## config.mk

```make
export PLATFORM = sky130hd
export DESIGN_NAME = charger_config_status_regs
export DESIGN_NICKNAME = d
export VERILOG_FILES = /design/src/include/charger_regs_pkg.sv /design/src/hw/charger_config_status_regs.sv /design/src/hw/i2c_byte_slave.sv
export SDC_FILE = /design/constraint.sdc
export NUM_CORES = 1
export LEC_CHECK = 0
export BUFFER_PORTS_ARGS = -buffer_cell sky130_fd_sc_hd__buf_2
export CAP_MARGIN = 20
export CORE_MARGIN = 1
export CORE_UTILIZATION = 30
export CTS_CLUSTER_DIAMETER = 120
export DETAILED_ROUTE_END_ITERATION = 8
export GPL_TIMING_DRIVEN = 1
export SLEW_MARGIN = 20
export SYNTH_ARGS = -nofsm -noshare
export SYNTH_HDL_FRONTEND = slang
export SYNTH_HIERARCHICAL = 1
export SYNTH_SLANG_ARGS = --single-unit
export TNS_END_PERCENT = 10
```

## constraint.sdc

```tcl
create_clock -name clk -period 3.75 [get_ports clk]
set_input_delay 0.1875 -clock clk [delete_from_list [all_inputs] [get_ports clk]]
set_output_delay 0.1875 -clock clk [all_outputs]
set_load 0.02 [all_outputs]
```

## src/include/charger_regs_pkg.sv

```systemverilog
// Package with register map, field layout, reset values and timing for the charger register bank
package charger_regs_pkg;

  // ************************************************************
  // Bus identity and register offsets
  // ************************************************************
  localparam logic [6:0] SLAVE_ADDR = 7'h4B;
  localparam logic [7:0] OFS_BAL_CUR = 8'h01;
  localparam logic [7:0] OFS_TIMER = 8'h02;
  localparam logic [7:0] OFS_STATUS = 8'h03;

  // ************************************************************
  // Reset values
  // ************************************************************
  localparam logic [7:0] RST_BAL_CUR = 8'h8F;
  localparam logic [7:0] RST_TIMER = 8'h95;
  localparam logic [7:0] RST_STATUS = 8'h00;

  // ************************************************************
  // Field positions
  // ************************************************************
  localparam int BIT_THERM_PROFILE = 7;
  localparam int BIT_BAL_START = 6;
  localparam int BIT_THRESH_FALL = 5;
  localparam int BIT_THRESH_RISE = 4;
  localparam int BIT_ICC_HI = 3;
  localparam int BIT_SW_FREQ = 7;
  localparam int BIT_WD_KICK = 6;
  localparam int BIT_WD_LIM_HI = 5;
  localparam int BIT_WD_LIM_LO = 4;
  localparam int BIT_SOFT_RST = 3;
  localparam int BIT_SAFE_HI = 2;
  localparam int BIT_SAFE_LO = 1;
  localparam int BIT_BOOST_RUN = 0;

  // Bits that watchdog expiry leaves alone in the timer register
  localparam logic [7:0] WD_KEEP_MASK_TIMER = 8'h78;

  // ************************************************************
  // Watchdog limits in seconds and cycles at 125 MHz
  // ************************************************************
  localparam longint CLK_HZ = 125000000;
  localparam longint WD_S_40 = 40;
  localparam longint WD_S_80 = 80;
  localparam longint WD_S_160 = 160;
  localparam longint WD_CYC_40 = WD_S_40 * CLK_HZ;
  localparam longint WD_CYC_80 = WD_S_80 * CLK_HZ;
  localparam longint WD_CYC_160 = WD_S_160 * CLK_HZ;

  // Live status inputs of the charger core
  typedef struct packed {
    logic [1:0] charge_phase;
    logic input_limit_active;
    logic battery_absent;
    logic thermal_limit_active;
    logic sys_min_reg_active;
  } status_in_t;

  // Decoded configuration outputs
  typedef struct packed {
    logic thermistor_profile_sel;
    logic bal_start_high;
    logic balance_thresh_falling;
    logic balance_thresh_rising;
    logic [3:0] icc_code;
    logic switch_freq_sel;
    logic [1:0] watchdog_limit;
    logic [1:0] safety_timer_sel;
    logic boost_run;
  } config_out_t;

endpackage

```

## src/hw/charger_config_status_regs.sv

```systemverilog
// Register bank of the two-cell charger: balance/current, timer/converter and status
//
// Functional notes
// - Bit 7 of balance register selects thermistor profile; resets to 1.
// - Bit 6 selects balance start level 3.5V or 3.7V; resets to 0.
// - Bits 5 and 4 select falling and rising mismatch thresholds; reset 0.
// - With 6k resistor, bits 3:0 give 500mA plus binary steps of 100mA.
// - With 24k resistor, same code spans 125mA to 500mA.
// - Current code resets to 1111; whole register resets on POR, soft reset, expiry.
// - Timer bit 7 selects 600kHz or 1200kHz switching; resets to 1.
// - Host writes bit 6 to kick watchdog; expiry leaves this bit alone.
// - Bits 5:4 set watchdog off, 40s, 80s or 160s; reset 01; expiry keeps.
// - Writing 1 to bit 3 restores defaults, then bit clears itself.
// - Bits 2:1 set safety timer off, 8, 20 or 12hrs; reset 10; expiry restores.
// - Bit 0 low suspends and stops boost; high runs boost; resets to 1.
// - Status bits 5:4 report charge phase; reset 00.
// - Status bit 3 is high while input voltage limit loop regulates.
// - Status bit 2 is high when no battery is detected.
// - Status bit 1 is high while die thermal regulation cuts current.
// - Status bit 0 is high while system output sits at minimum level.
// - Slave address 4BH; single-byte writes and reads only.
// - Undefined register address gets NACK and return to idle.
`timescale 1ns/1ns
module charger_config_status_regs
  import charger_regs_pkg::*;
#(
  parameter longint WD_CYC_LIM_40 = WD_CYC_40,
  parameter longint WD_CYC_LIM_80 = WD_CYC_80,
  parameter longint WD_CYC_LIM_160 = WD_CYC_160
)(
  // Clock and reset
  input wire logic clk,
  input wire logic rst_n,
  // Serial bus pins
  input wire logic scl_in,
  input wire logic sda_in,
  output logic sda_out,
  output logic sda_oe,
  // Charger core status
  input wire status_in_t status_in,
  // Current-set resistor strap: 0 = 6k, 1 = 24k
  input wire logic current_set_resistor,
  // Configuration to the charger core
  output config_out_t cfg,
  // Fast-charge current target in mA
  output logic [11:0] fast_charge_ma,
  // One-cycle pulse on watchdog expiry
  output logic watchdog_expiry
);

  // ************************************************************
  // Local signals
  // ************************************************************
  logic [7:0] bal_cur;
  logic [7:0] timer_cfg;
  logic [5:0] status;
  logic [7:0] reg_ptr;
  logic wr_stb;
  logic [7:0] wr_data;
  logic [7:0] rd_data;
  logic ptr_valid;
  logic engine_oe;
  logic soft_rst;
  logic [34:0] wd_cnt;
  logic [34:0] wd_lim;
  logic wd_fire;

  // ************************************************************
  // Bus engine
  // ************************************************************
  i2c_byte_slave u_slave (
    .clk(clk),
    .rst_n(rst_n),
    .scl_in(scl_in),
    .sda_in(sda_in),
    .sda_oe(engine_oe),
    .reg_ptr(reg_ptr),
    .wr_stb(wr_stb),
    .wr_data(wr_data),
    .rd_data(rd_data),
    .ptr_valid(ptr_valid)
  );

  assign ptr_valid = (reg_ptr == OFS_BAL_CUR) || (reg_ptr == OFS_TIMER) ||
    (reg_ptr == OFS_STATUS);

  // Open drain: output only ever drives low
  always_ff @(posedge clk or negedge rst_n) begin
    if (!rst_n) begin
      sda_out <= 1'b0;
    end else begin
      sda_out <= 1'b0;
    end
  end
  assign sda_oe = engine_oe;

  // ************************************************************
  // Read mux
  // ************************************************************
  always_comb begin
    case (reg_ptr)
      OFS_BAL_CUR: rd_data = bal_cur;
      OFS_TIMER: rd_data = {timer_cfg[7:4], 1'b0, timer_cfg[2:0]};
      OFS_STATUS: rd_data = {2'b00, status};
      default: rd_data = 8'h00;
    endcase
  end

  assign soft_rst = wr_stb && (reg_ptr == OFS_TIMER) && wr_data[BIT_SOFT_RST];

  // ************************************************************
  // Balance and current register
  // ************************************************************
  always_ff @(posedge clk or negedge rst_n) begin
    if (!rst_n) begin
      bal_cur <= RST_BAL_CUR;
    end else if (soft_rst || wd_fire) begin
      bal_cur <= RST_BAL_CUR;
    end else if (wr_stb && reg_ptr == OFS_BAL_CUR) begin
      bal_cur <= wr_data;
    end
  end

  // ************************************************************
  // Timer and converter register
  // ************************************************************
  always_ff @(posedge clk or negedge rst_n) begin
    if (!rst_n) begin
      timer_cfg <= RST_TIMER;
    end else if (soft_rst) begin
      timer_cfg <= RST_TIMER;
    end else if (wd_fire) begin
      // Expiry keeps kick and limit, restores the rest
      timer_cfg <= (timer_cfg & WD_KEEP_MASK_TIMER) | (RST_TIMER & ~WD_KEEP_MASK_TIMER);
    end else if (wr_stb && reg_ptr == OFS_TIMER) begin
      timer_cfg <= {wr_data[7:4], 1'b0, wr_data[2:0]};
    end
  end

  // ************************************************************
  // Status capture
  // ************************************************************
  always_ff @(posedge clk or negedge rst_n) begin
    if (!rst_n) begin
      status <= RST_STATUS[5:0];
    end else begin
      status <= {status_in.charge_phase, status_in.input_limit_active,
        status_in.battery_absent, status_in.thermal_limit_active,
        status_in.sys_min_reg_active};
    end
  end

  // ************************************************************
  // Serial-bus watchdog
  // ************************************************************
  always_comb begin
    case (timer_cfg[BIT_WD_LIM_HI:BIT_WD_LIM_LO])
      2'b01: wd_lim = WD_CYC_LIM_40[34:0];
      2'b10: wd_lim = WD_CYC_LIM_80[34:0];
      2'b11: wd_lim = WD_CYC_LIM_160[34:0];
      default: wd_lim = 35'h0;
    endcase
  end

  assign wd_fire = (wd_lim != 35'h0) && (wd_cnt >= wd_lim - 35'h1);

  always_ff @(posedge clk or negedge rst_n) begin
    if (!rst_n) begin
      wd_cnt <= 35'h0;
    end else if (wd_lim == 35'h0 || wd_fire || soft_rst) begin
      wd_cnt <= 35'h0;
    end else if (wr_stb && reg_ptr == OFS_TIMER && wr_data[BIT_WD_KICK]) begin
      wd_cnt <= 35'h0;
    end else begin
      wd_cnt <= wd_cnt + 35'h1;
    end
  end

  always_ff @(posedge clk or negedge rst_n) begin
    if (!rst_n) begin
      watchdog_expiry <= 1'b0;
    end else begin
      watchdog_expiry <= wd_fire;
    end
  end

  // ************************************************************
  // Decoded outputs
  // ************************************************************
  always_ff @(posedge clk or negedge rst_n) begin
    if (!rst_n) begin
      cfg <= '0;
      fast_charge_ma <= 12'h000;
    end else begin
      cfg.thermistor_profile_sel <= bal_cur[BIT_THERM_PROFILE];
      cfg.bal_start_high <= bal_cur[BIT_BAL_START];
      cfg.balance_thresh_falling <= bal_cur[BIT_THRESH_FALL];
      cfg.balance_thresh_rising <= bal_cur[BIT_THRESH_RISE];
      cfg.icc_code <= bal_cur[BIT_ICC_HI:0];
      cfg.switch_freq_sel <= timer_cfg[BIT_SW_FREQ];
      cfg.watchdog_limit <= timer_cfg[BIT_WD_LIM_HI:BIT_WD_LIM_LO];
      cfg.safety_timer_sel <= timer_cfg[BIT_SAFE_HI:BIT_SAFE_LO];
      cfg.boost_run <= timer_cfg[BIT_BOOST_RUN];
      if (current_set_resistor) begin
        fast_charge_ma <= 12'h07D + 12'h019 * {8'h00, bal_cur[3:0]};
      end else begin
        fast_charge_ma <= 12'h1F4 + 12'h064 * {8'h00, bal_cur[3:0]};
      end
    end
  end

endmodule

```

## src/hw/i2c_byte_slave.sv

```systemverilog
// I2C slave engine: address match, register pointer, single-byte read and write
`timescale 1ns/1ns
module i2c_byte_slave
  import charger_regs_pkg::*;
(
  // Clock and reset
  input wire logic clk,
  input wire logic rst_n,
  // Bus pins, sampled synchronously
  input wire logic scl_in,
  input wire logic sda_in,
  output logic sda_oe,
  // Register side
  output logic [7:0] reg_ptr,
  output logic wr_stb,
  output logic [7:0] wr_data,
  input wire logic [7:0] rd_data,
  input wire logic ptr_valid
);

  typedef enum logic [2:0] {
    ST_IDLE = 3'b000,
    ST_ADDR = 3'b001,
    ST_PTR = 3'b010,
    ST_WDATA = 3'b011,
    ST_RDATA = 3'b100,
    ST_ACK = 3'b101,
    ST_RACK = 3'b110
  } state_t;

  state_t state;
  state_t after_ack;
  logic scl_d;
  logic sda_d;
  logic [3:0] bit_cnt;
  logic [7:0] shreg;
  logic nack_hold;

  wire scl_rise = scl_in & ~scl_d;
  wire scl_fall = ~scl_in & scl_d;
  wire start_cond = scl_in & scl_d & sda_d & ~sda_in;
  wire stop_cond = scl_in & scl_d & ~sda_d & sda_in;

  always_ff @(posedge clk or negedge rst_n) begin
    if (!rst_n) begin
      scl_d <= 1'b1;
      sda_d <= 1'b1;
    end else begin
      scl_d <= scl_in;
      sda_d <= sda_in;
    end
  end

  // ************************************************************
  // Protocol state machine
  // ************************************************************
  always_ff @(posedge clk or negedge rst_n) begin
    if (!rst_n) begin
      state <= ST_IDLE;
      after_ack <= ST_IDLE;
      bit_cnt <= 4'h0;
      shreg <= 8'h00;
      sda_oe <= 1'b0;
      reg_ptr <= 8'h00;
      wr_stb <= 1'b0;
      wr_data <= 8'h00;
      nack_hold <= 1'b0;
    end else begin
      wr_stb <= 1'b0;
      if (start_cond) begin
        state <= ST_ADDR;
        bit_cnt <= 4'h0;
        sda_oe <= 1'b0;
      end else if (stop_cond) begin
        state <= ST_IDLE;
        sda_oe <= 1'b0;
      end else begin
        case (state)
          ST_IDLE: begin
            sda_oe <= 1'b0;
          end
          ST_ADDR, ST_PTR, ST_WDATA: begin
            if (scl_rise) begin
              shreg <= {shreg[6:0], sda_in};
              bit_cnt <= bit_cnt + 4'h1;
            end
            if (scl_fall && bit_cnt == 4'h8) begin
              bit_cnt <= 4'h0;
              nack_hold <= 1'b0;
              state <= ST_ACK;
              if (state == ST_ADDR) begin
                if (shreg[7:1] != SLAVE_ADDR) begin
                  state <= ST_IDLE;
                end else begin
                  sda_oe <= 1'b1;
                  after_ack <= shreg[0] ? ST_RDATA : ST_PTR;
                end
              end else if (state == ST_PTR) begin
                reg_ptr <= shreg;
                after_ack <= ST_WDATA;
                // Undefined register answered with NACK
                sda_oe <= (shreg == OFS_BAL_CUR) || (shreg == OFS_TIMER) ||
                  (shreg == OFS_STATUS);
                nack_hold <= !((shreg == OFS_BAL_CUR) || (shreg == OFS_TIMER) ||
                  (shreg == OFS_STATUS));
              end else begin
                wr_stb <= ptr_valid;
                wr_data <= shreg;
                sda_oe <= ptr_valid;
                after_ack <= ST_IDLE;
              end
            end
          end
          ST_ACK: begin
            if (scl_fall) begin
              sda_oe <= 1'b0;
              if (nack_hold) begin
                state <= ST_IDLE;
              end else if (after_ack == ST_RDATA) begin
                state <= ST_RDATA;
                shreg <= rd_data;
                sda_oe <= ~rd_data[7];
                bit_cnt <= 4'h1;
              end else begin
                state <= after_ack;
              end
            end
          end
          ST_RDATA: begin
            if (scl_fall) begin
              if (bit_cnt == 4'h8) begin
                sda_oe <= 1'b0;
                state <= ST_RACK;
              end else begin
                shreg <= {shreg[6:0], 1'b0};
                sda_oe <= ~shreg[6];
                bit_cnt <= bit_cnt + 4'h1;
              end
            end
          end
          ST_RACK: begin
            // Single-byte read only; master ends with NACK and stop
            if (scl_fall) begin
              state <= ST_IDLE;
            end
          end
          default: begin
            state <= ST_IDLE;
          end
        endcase
      end
    end
  end

endmodule

```

# Word level (Yosys, flattened, before mapping)
# Index checks and enable logic that the tools add are counted.
[word_totals]
regBits = 123
latch_bits = 0
mem_bits_rw = 0
romBits = 0
inputBits = 11
output_inout_bits = 29
memories = 0
[classes]
addsub = 5
n_mul = 2
n_div = 0
magnitude_cmp = 1
eq_ne = 40
n_shift = 0
muxes = 63
n_bitwise = 17
reduce_logical = 33
[op_table]
columns = ["operator", "count"]
rows = [
  ["35-bit case mux with 3 select lines", 1],
  ["8-bit 2-to-1 mux", 11],
  ["35-bit 2-to-1 mux", 2],
  ["8-bit case mux with 3 select lines", 2],
  ["3-bit 2-to-1 mux", 14],
  ["4-bit 2-to-1 mux", 9],
  ["35-bit by 1-bit adder with 35-bit output, second input constant", 1],
  ["35-bit greater-or-equal comparator", 1],
  ["35-bit zero test", 1],
  ["35-bit nonzero test", 1],
  ["35-bit by 1-bit subtractor with 35-bit output, second input constant", 1],
  ["8-bit by 2-bit equality test with 1-bit output, second input constant", 4],
  ["4-bit by 1-bit inequality test with 1-bit output, second input constant", 6],
  ["1-bit 2-to-1 mux", 19],
  ["5-bit by 4-bit multiplier with 9-bit output, first input constant", 2],
  ["6-bit AND reduction", 3],
  ["8-bit by 1-bit equality test with 1-bit output, second input constant", 2],
  ["3-bit case mux with 5 select lines", 1],
  ["9-bit by 11-bit adder with 12-bit output, first input constant", 1],
  ["3-bit equality test, second input constant", 4],
  ["12-bit 2-to-1 mux", 1],
  ["3-bit by 1-bit inequality test with 1-bit output, second input constant", 4],
  ["4-bit case mux with 3 select lines", 1],
  ["7-bit by 9-bit adder with 10-bit output, first input constant", 1],
  ["other kinds (30)", 68],
]

# Depth between registers and ports, before layout
[depth]
word_depth = 9
depth_mapped = 12
ltp_nobuf = 11

# Hierarchy
# The synthesis kept the hierarchy.
[by_module_without_submodules]
columns = ["mod", "n_inst", "cells_each", "area_per_inst_um2"]
rows = [
  ["charger_config_status_regs", 1, 498, 4973.5],
  ["i2c_byte_slave", 1, 188, 2124.5],
]

# Worst setup path before layout
# No wires, ideal clock.
[synth_path]
kind = "reg2reg"
from = "reg timer_cfg[4]"
to = "reg bal_cur[3]"
setup_ns = 0.083
arrival_time_ns = 2.866
required_time_ns = 3.667
path_slack_ns = 0.801
stages_incl_launch_ff = 13
n_path_buf = 1
period_less_slack_ns = 2.949
cell_sequence = "dfstp_2 > inv_1 > ha_1 > buf_2 > xnor2_1 > ha_1 > a21oi_1 > nor2b_1 > or4_1 > o22ai_2 > a31o_4 > inv_8 > a221o_1"
[synth_between]
elab_chain_cells = 7
word_cells_on_any_way = 11
cone_classes = "1 x add/sub; 1 x order compare; 3 x eq/ne; 2 x mux; 4 x reduce/logical"
[synth_rtl]
columns = ["element", "line", "source"]
rows = [
  ["start: declaration", "charger_config_status_regs.sv:55", "logic [7:0] timer_cfg;"],
  ["start signal: assignment", "charger_config_status_regs.sv:134", "timer_cfg <= (timer_cfg & WD_KEEP_MASK_TIMER) | (RST_TIMER & ~WD_KEEP_MASK_TIMER);"],
  ["start signal: assignment", "charger_config_status_regs.sv:136", "timer_cfg <= {wr_data[7:4], 1'b0, wr_data[2:0]};"],
  ["2-bit equality test or 2-bit by 1-bit equality test with 1-bit output (tied branches)", "charger_config_status_regs.sv:157", "case (timer_cfg[BIT_WD_LIM_HI:BIT_WD_LIM_LO])"],
  ["35-bit case mux with 3 select lines (*)", "charger_config_status_regs.sv:157", ""],
  ["35-bit by 1-bit subtractor with 35-bit output", "charger_config_status_regs.sv:165", "assign wd_fire = (wd_lim != 35'h0) && (wd_cnt >= wd_lim - 35'h1);"],
  ["35-bit greater-or-equal comparator", "charger_config_status_regs.sv:165", ""],
  ["1-bit logical AND (*)", "charger_config_status_regs.sv:165", ""],
  ["named net wd_fire", "charger_config_status_regs.sv:66", "logic wd_fire;"],
  ["1-bit logical OR (*)", "charger_config_status_regs.sv:117", "end else if (soft_rst || wd_fire) begin"],
  ["8-bit 2-to-1 mux or 2-bit nonzero test (tied branches)", "--", ""],
  ["end signal: assignment", "charger_config_status_regs.sv:120", "bal_cur <= wr_data;"],
  ["end: declaration", "charger_config_status_regs.sv:54", "logic [7:0] bal_cur;"],
]
# The timed path passes the listed nets; every way through them passes the cells marked *.
# A chain may end at the register's enable or synchronous reset.

# Worst setup path after layout
[layout_path]
from = "reg timer_cfg[4]"
to = "reg wd_cnt[4]"
[layout_between]
elab_chain_cells = 8
word_cells_on_any_way = 12
cone_classes = "1 x add/sub; 1 x order compare; 3 x eq/ne; 2 x mux; 5 x reduce/logical"
[layout_rtl]
columns = ["element", "line", "source"]
rows = [
  ["2-bit equality test or 2-bit by 1-bit equality test with 1-bit output (tied branches)", "charger_config_status_regs.sv:157", ""],
  ["35-bit case mux with 3 select lines (*)", "charger_config_status_regs.sv:157", ""],
  ["35-bit by 1-bit subtractor with 35-bit output", "charger_config_status_regs.sv:165", ""],
  ["35-bit greater-or-equal comparator", "charger_config_status_regs.sv:165", ""],
  ["1-bit logical AND", "charger_config_status_regs.sv:165", ""],
  ["1-bit logical OR (*) (2 in series)", "charger_config_status_regs.sv:170", "end else if (wd_lim == 35'h0 || wd_fire || soft_rst) begin"],
  ["35-bit 2-to-1 mux (*)", "charger_config_status_regs.sv:170", ""],
  ["end signal: assignment", "charger_config_status_regs.sv:175", "wd_cnt <= wd_cnt + 35'h1;"],
  ["end: declaration", "charger_config_status_regs.sv:64", "logic [34:0] wd_cnt;"],
]
# Every way passes the cells marked *; elsewhere a longest branch is shown, timed or not.

==> qor.txt <==
Final Max Slew Viols: 0
number of buffers created by CTS: 17
kind of critical path: flop to flop
Crit path buffers/inverters: 2
Die Span Y: 156 um
port bufs: 38
post-synthesis async set-or-reset flop share: 1.00
Vias: 5052
routed len/inst: 14.0 um
Synth Register Bits: 122
pwr dens: 475 nW/um^2
row count: 55
number of nets in the layout: 803
Root Driver: clkbuf_16
vias in the first global route: 4978
Setup TNS: 0 ps
slew of the pin with the lowest slew margin: 683 ps
outcome: finished clean
CP most frequent cell: ha_1
crit-path max FO: 25
CTS-repair resized insts: 0
startpoint type of the worst setup path: flop
post-synthesis average cell area: 10.3 um^2
Seq/Total Area, Yosys: 0.432
Antenna Nets Post-Route: 0
number of max-cap violations: 0
Clock Sinks: 122
part of the cycle the worst path needs: 0.893
RSZ-0062 raised after global routing: no
number of antenna violations at the first check in global routing: 0
Reg clk slew, reported paths: 60 ps
Fin. Hold Viols: 0
worst path cell trace: inv_1 > ha_1 > xnor2_1 > ha_1 > nand3_1 > o22ai_1 > or4_1 > o22ai_2 > nand4_2 > buf_12 > nor2_1
Pleak: 3.88 nW
CP Launch Point: timer_cfg[4]$_DFFE_PN1P_
die area: 24300 um^2
Yosys cell types: 80
CTS tree: built
CP delay by family, top: simple AND/OR/NAND/NOR gates
Max Freq: 0.299 GHz
CTS H-tree depth: 4
vias per std cell: 4.78
relative slew slack: 0.545
gr ovfl total: 0
Post-Route WL: 14800 um
final design utilization: 0.362
number of detailed-route iterations in the first pass: 4
initial DRC count: 278
Area growth, synth to finish: 17.0%
largest net degree at the start of global routing: 123
Worst path slowest cell: dfstp_2
Worst R2R Start: timer_cfg[4]$_DFFE_PN1P_
final setup violation count: 0
number of synthesized flops with an enable pin: 0
diode count: 0
DIE WIDTH: 156 um
min cycle time layout: 3350 ps
Max IR drop VDD: 0.266 mV
Hold Startpoint: current_set_resistor
top_reg_cell synth: dfrtp_1
drt drc: 0
Placer Congestion: 0.818
data required time at the worst endpoint: 4100 ps
Worst Clk Skew: 7.60 ps
post-CTS setup buffers: 0
Net Count, Synth: 758
CP peak stage delay: 580 ps
Ys Warns: 6
first-pass GRT wire length: 25200 um
share of cells above drive strength 1: 0.188
worst-case clock buffer depth: 2
area of the core: 22900 um^2
crit path DAT: 3700 ps
Ports: 40
fill count: 2287
Post-DP HPWL: 10400 um
hold crit path type: input pin to flop
Gate Count Post-Synth: 686
synthesized cell area: 7100 um^2
All-Layer GR Usage: 0.132
Initial Util: 0.310
clk_lat worst skew: 420 ps
crit end category: flop
## worst register-to-register path: stages, from the launching register on
cell     delay (ps)
dfstp_2         580
inv_1           110
ha_1            330
xnor2_1         300
ha_1            300
nand3_1         150
o22ai_1         110
or4_1           420
o22ai_2         240
nand4_2         320
buf_12          290
nor2_1          130
## logic make-up (layout without fill, tap and decap cells)
kind of cell               count (synthesis)  after routing  share of synthesized area
muxes                                     45             45                     0.0695
other                                      1              1                   0.000528
xor gates and xnor gates                  52             52                     0.0642
adders and majority gates                 61             61                      0.110
DFF                                      122            122                      0.432
and+or+nand+nor                          243            243                      0.181
AOI/OAI and AO/OA                        108            108                      0.105
buffers and inverters                     54            112                     0.0375
## synthesized netlist by cell type, drive strengths merged, types with 11 or more instances
cell   count  share of area
nand3     30          0.021
xor2      32          0.039
nand2     42          0.022
nor2      82          0.047
dfstp     11          0.041
o21ai     21          0.015
inv       30          0.017
nor3      15          0.011
mux2i     11          0.016
a21oi     28          0.020
xnor2     20          0.025
buf       15          0.016
nand4     15          0.016
mux2      34          0.054
ha        59           0.10
dfrtp    111           0.39
## placed cells by master, fill, tap and decap left out, types with 9 or more instances in the layout
cell type,instances
dfrtp_1,111
nor2_1,80
ha_1,59
nand2_1,42
buf_2,37
mux2_2,34
xor2_1,32
nand3_1,30
inv_1,29
a21oi_1,27
o21ai_0,20
xnor2_1,20
clkbuf_16,17
nor3_1,15
nand4_1,13
mux2i_1,11
dfstp_2,11
a22oi_1,9
dlygate4sd3_1,9
## timing repair
item / in CTS / in global routing
hold buffers: 9 / 0
endpoints found under the setup margin: 0 / 0
hold endpoints to repair: 119 / 0
## per-layer routing
metal | up-vias | GRT usage | wire length, um
met4 | 0 | 0.0570 | 268
met3 | 22 | 0.0286 | 434
met5 | - | 0 | 0
li1 | 2532 | - | -
met1 | 2435 | 0.182 | 7610
met2 | 63 | 0.199 | 6520
## worst paths after layout
| kind | endpoint | cells after the start | slack (ps) |
|---|---|---|---|
| max | wd_cnt[4]$_DFF_PN0_ | 11 | 400 |
| min in group asynchronous | wd_cnt[0]$_DFF_PN0_ | 3 | 410 |
| max in group asynchronous | fast_charge_ma[8]$_DFF_PN0_ | 3 | 2850 |
| min | fast_charge_ma[10]$_DFF_PN0_ | 2 | 130 |
| max reg2reg | wd_cnt[4]$_DFF_PN0_ | 11 | 400 |
| min reg2reg | cfg[10]$_DFF_PN0_ | 0 | 410 |
## stage by stage
step | instances | setup WS (ps) | total power [mW] | area [um^2] | hold slack [ps]
2_1_floorplan | 686 | 801 | 2.07 | 7100 | -108
3_3_place_gp | 1016 | 520 | 2.20 | 7580 | 298
3_5_place_dp | 1016 | 401 | 2.21 | 7580 | 299
4_1_cts | 1057 | 386 | 3.99 | 8310 | 111
5_1_grt | 1057 | 124 | 4.14 | 8310 | 141
6_report | 1057 | 402 | 3.94 | 8310 | 130
## where the power goes
group / total [mW] / internal (mW) / switching [mW]
clock network: 1.75 / 1.13 / 0.622
logic: 0.629 / 0.309 / 0.320
registers: 1.56 / 1.40 / 0.157
total: 3.94 / 2.84 / 1.10
## final cells by class
class	instances	area, um^2	area share
timing repair buffer	50	330	0.0398
tap	313	392	0.0471
multi-input combinational	510	3760	0.453
sequential	122	3070	0.369
clock buffer	19	443	0.0533
inverter	30	120	0.0145
clock inverter	13	190	0.0229
## registers in the layout (all words and copies together) (netlist names)
signal,cells
wd_cnt,35
cfg,14
fast_charge_ma,12
bal_cur,8
u_slave/reg_ptr,8
u_slave/shreg,8
u_slave/wr_data,8
timer_cfg,7
status,6
u_slave/bit_cnt,4
u_slave/after_ack,3
u_slave/state,3
u_slave/nack_hold,1
u_slave/scl_d,1
u_slave/sda_d,1
u_slave/sda_oe,1
u_slave/wr_stb,1
watchdog_expiry,1
Power figures use the tool's default switching activity.
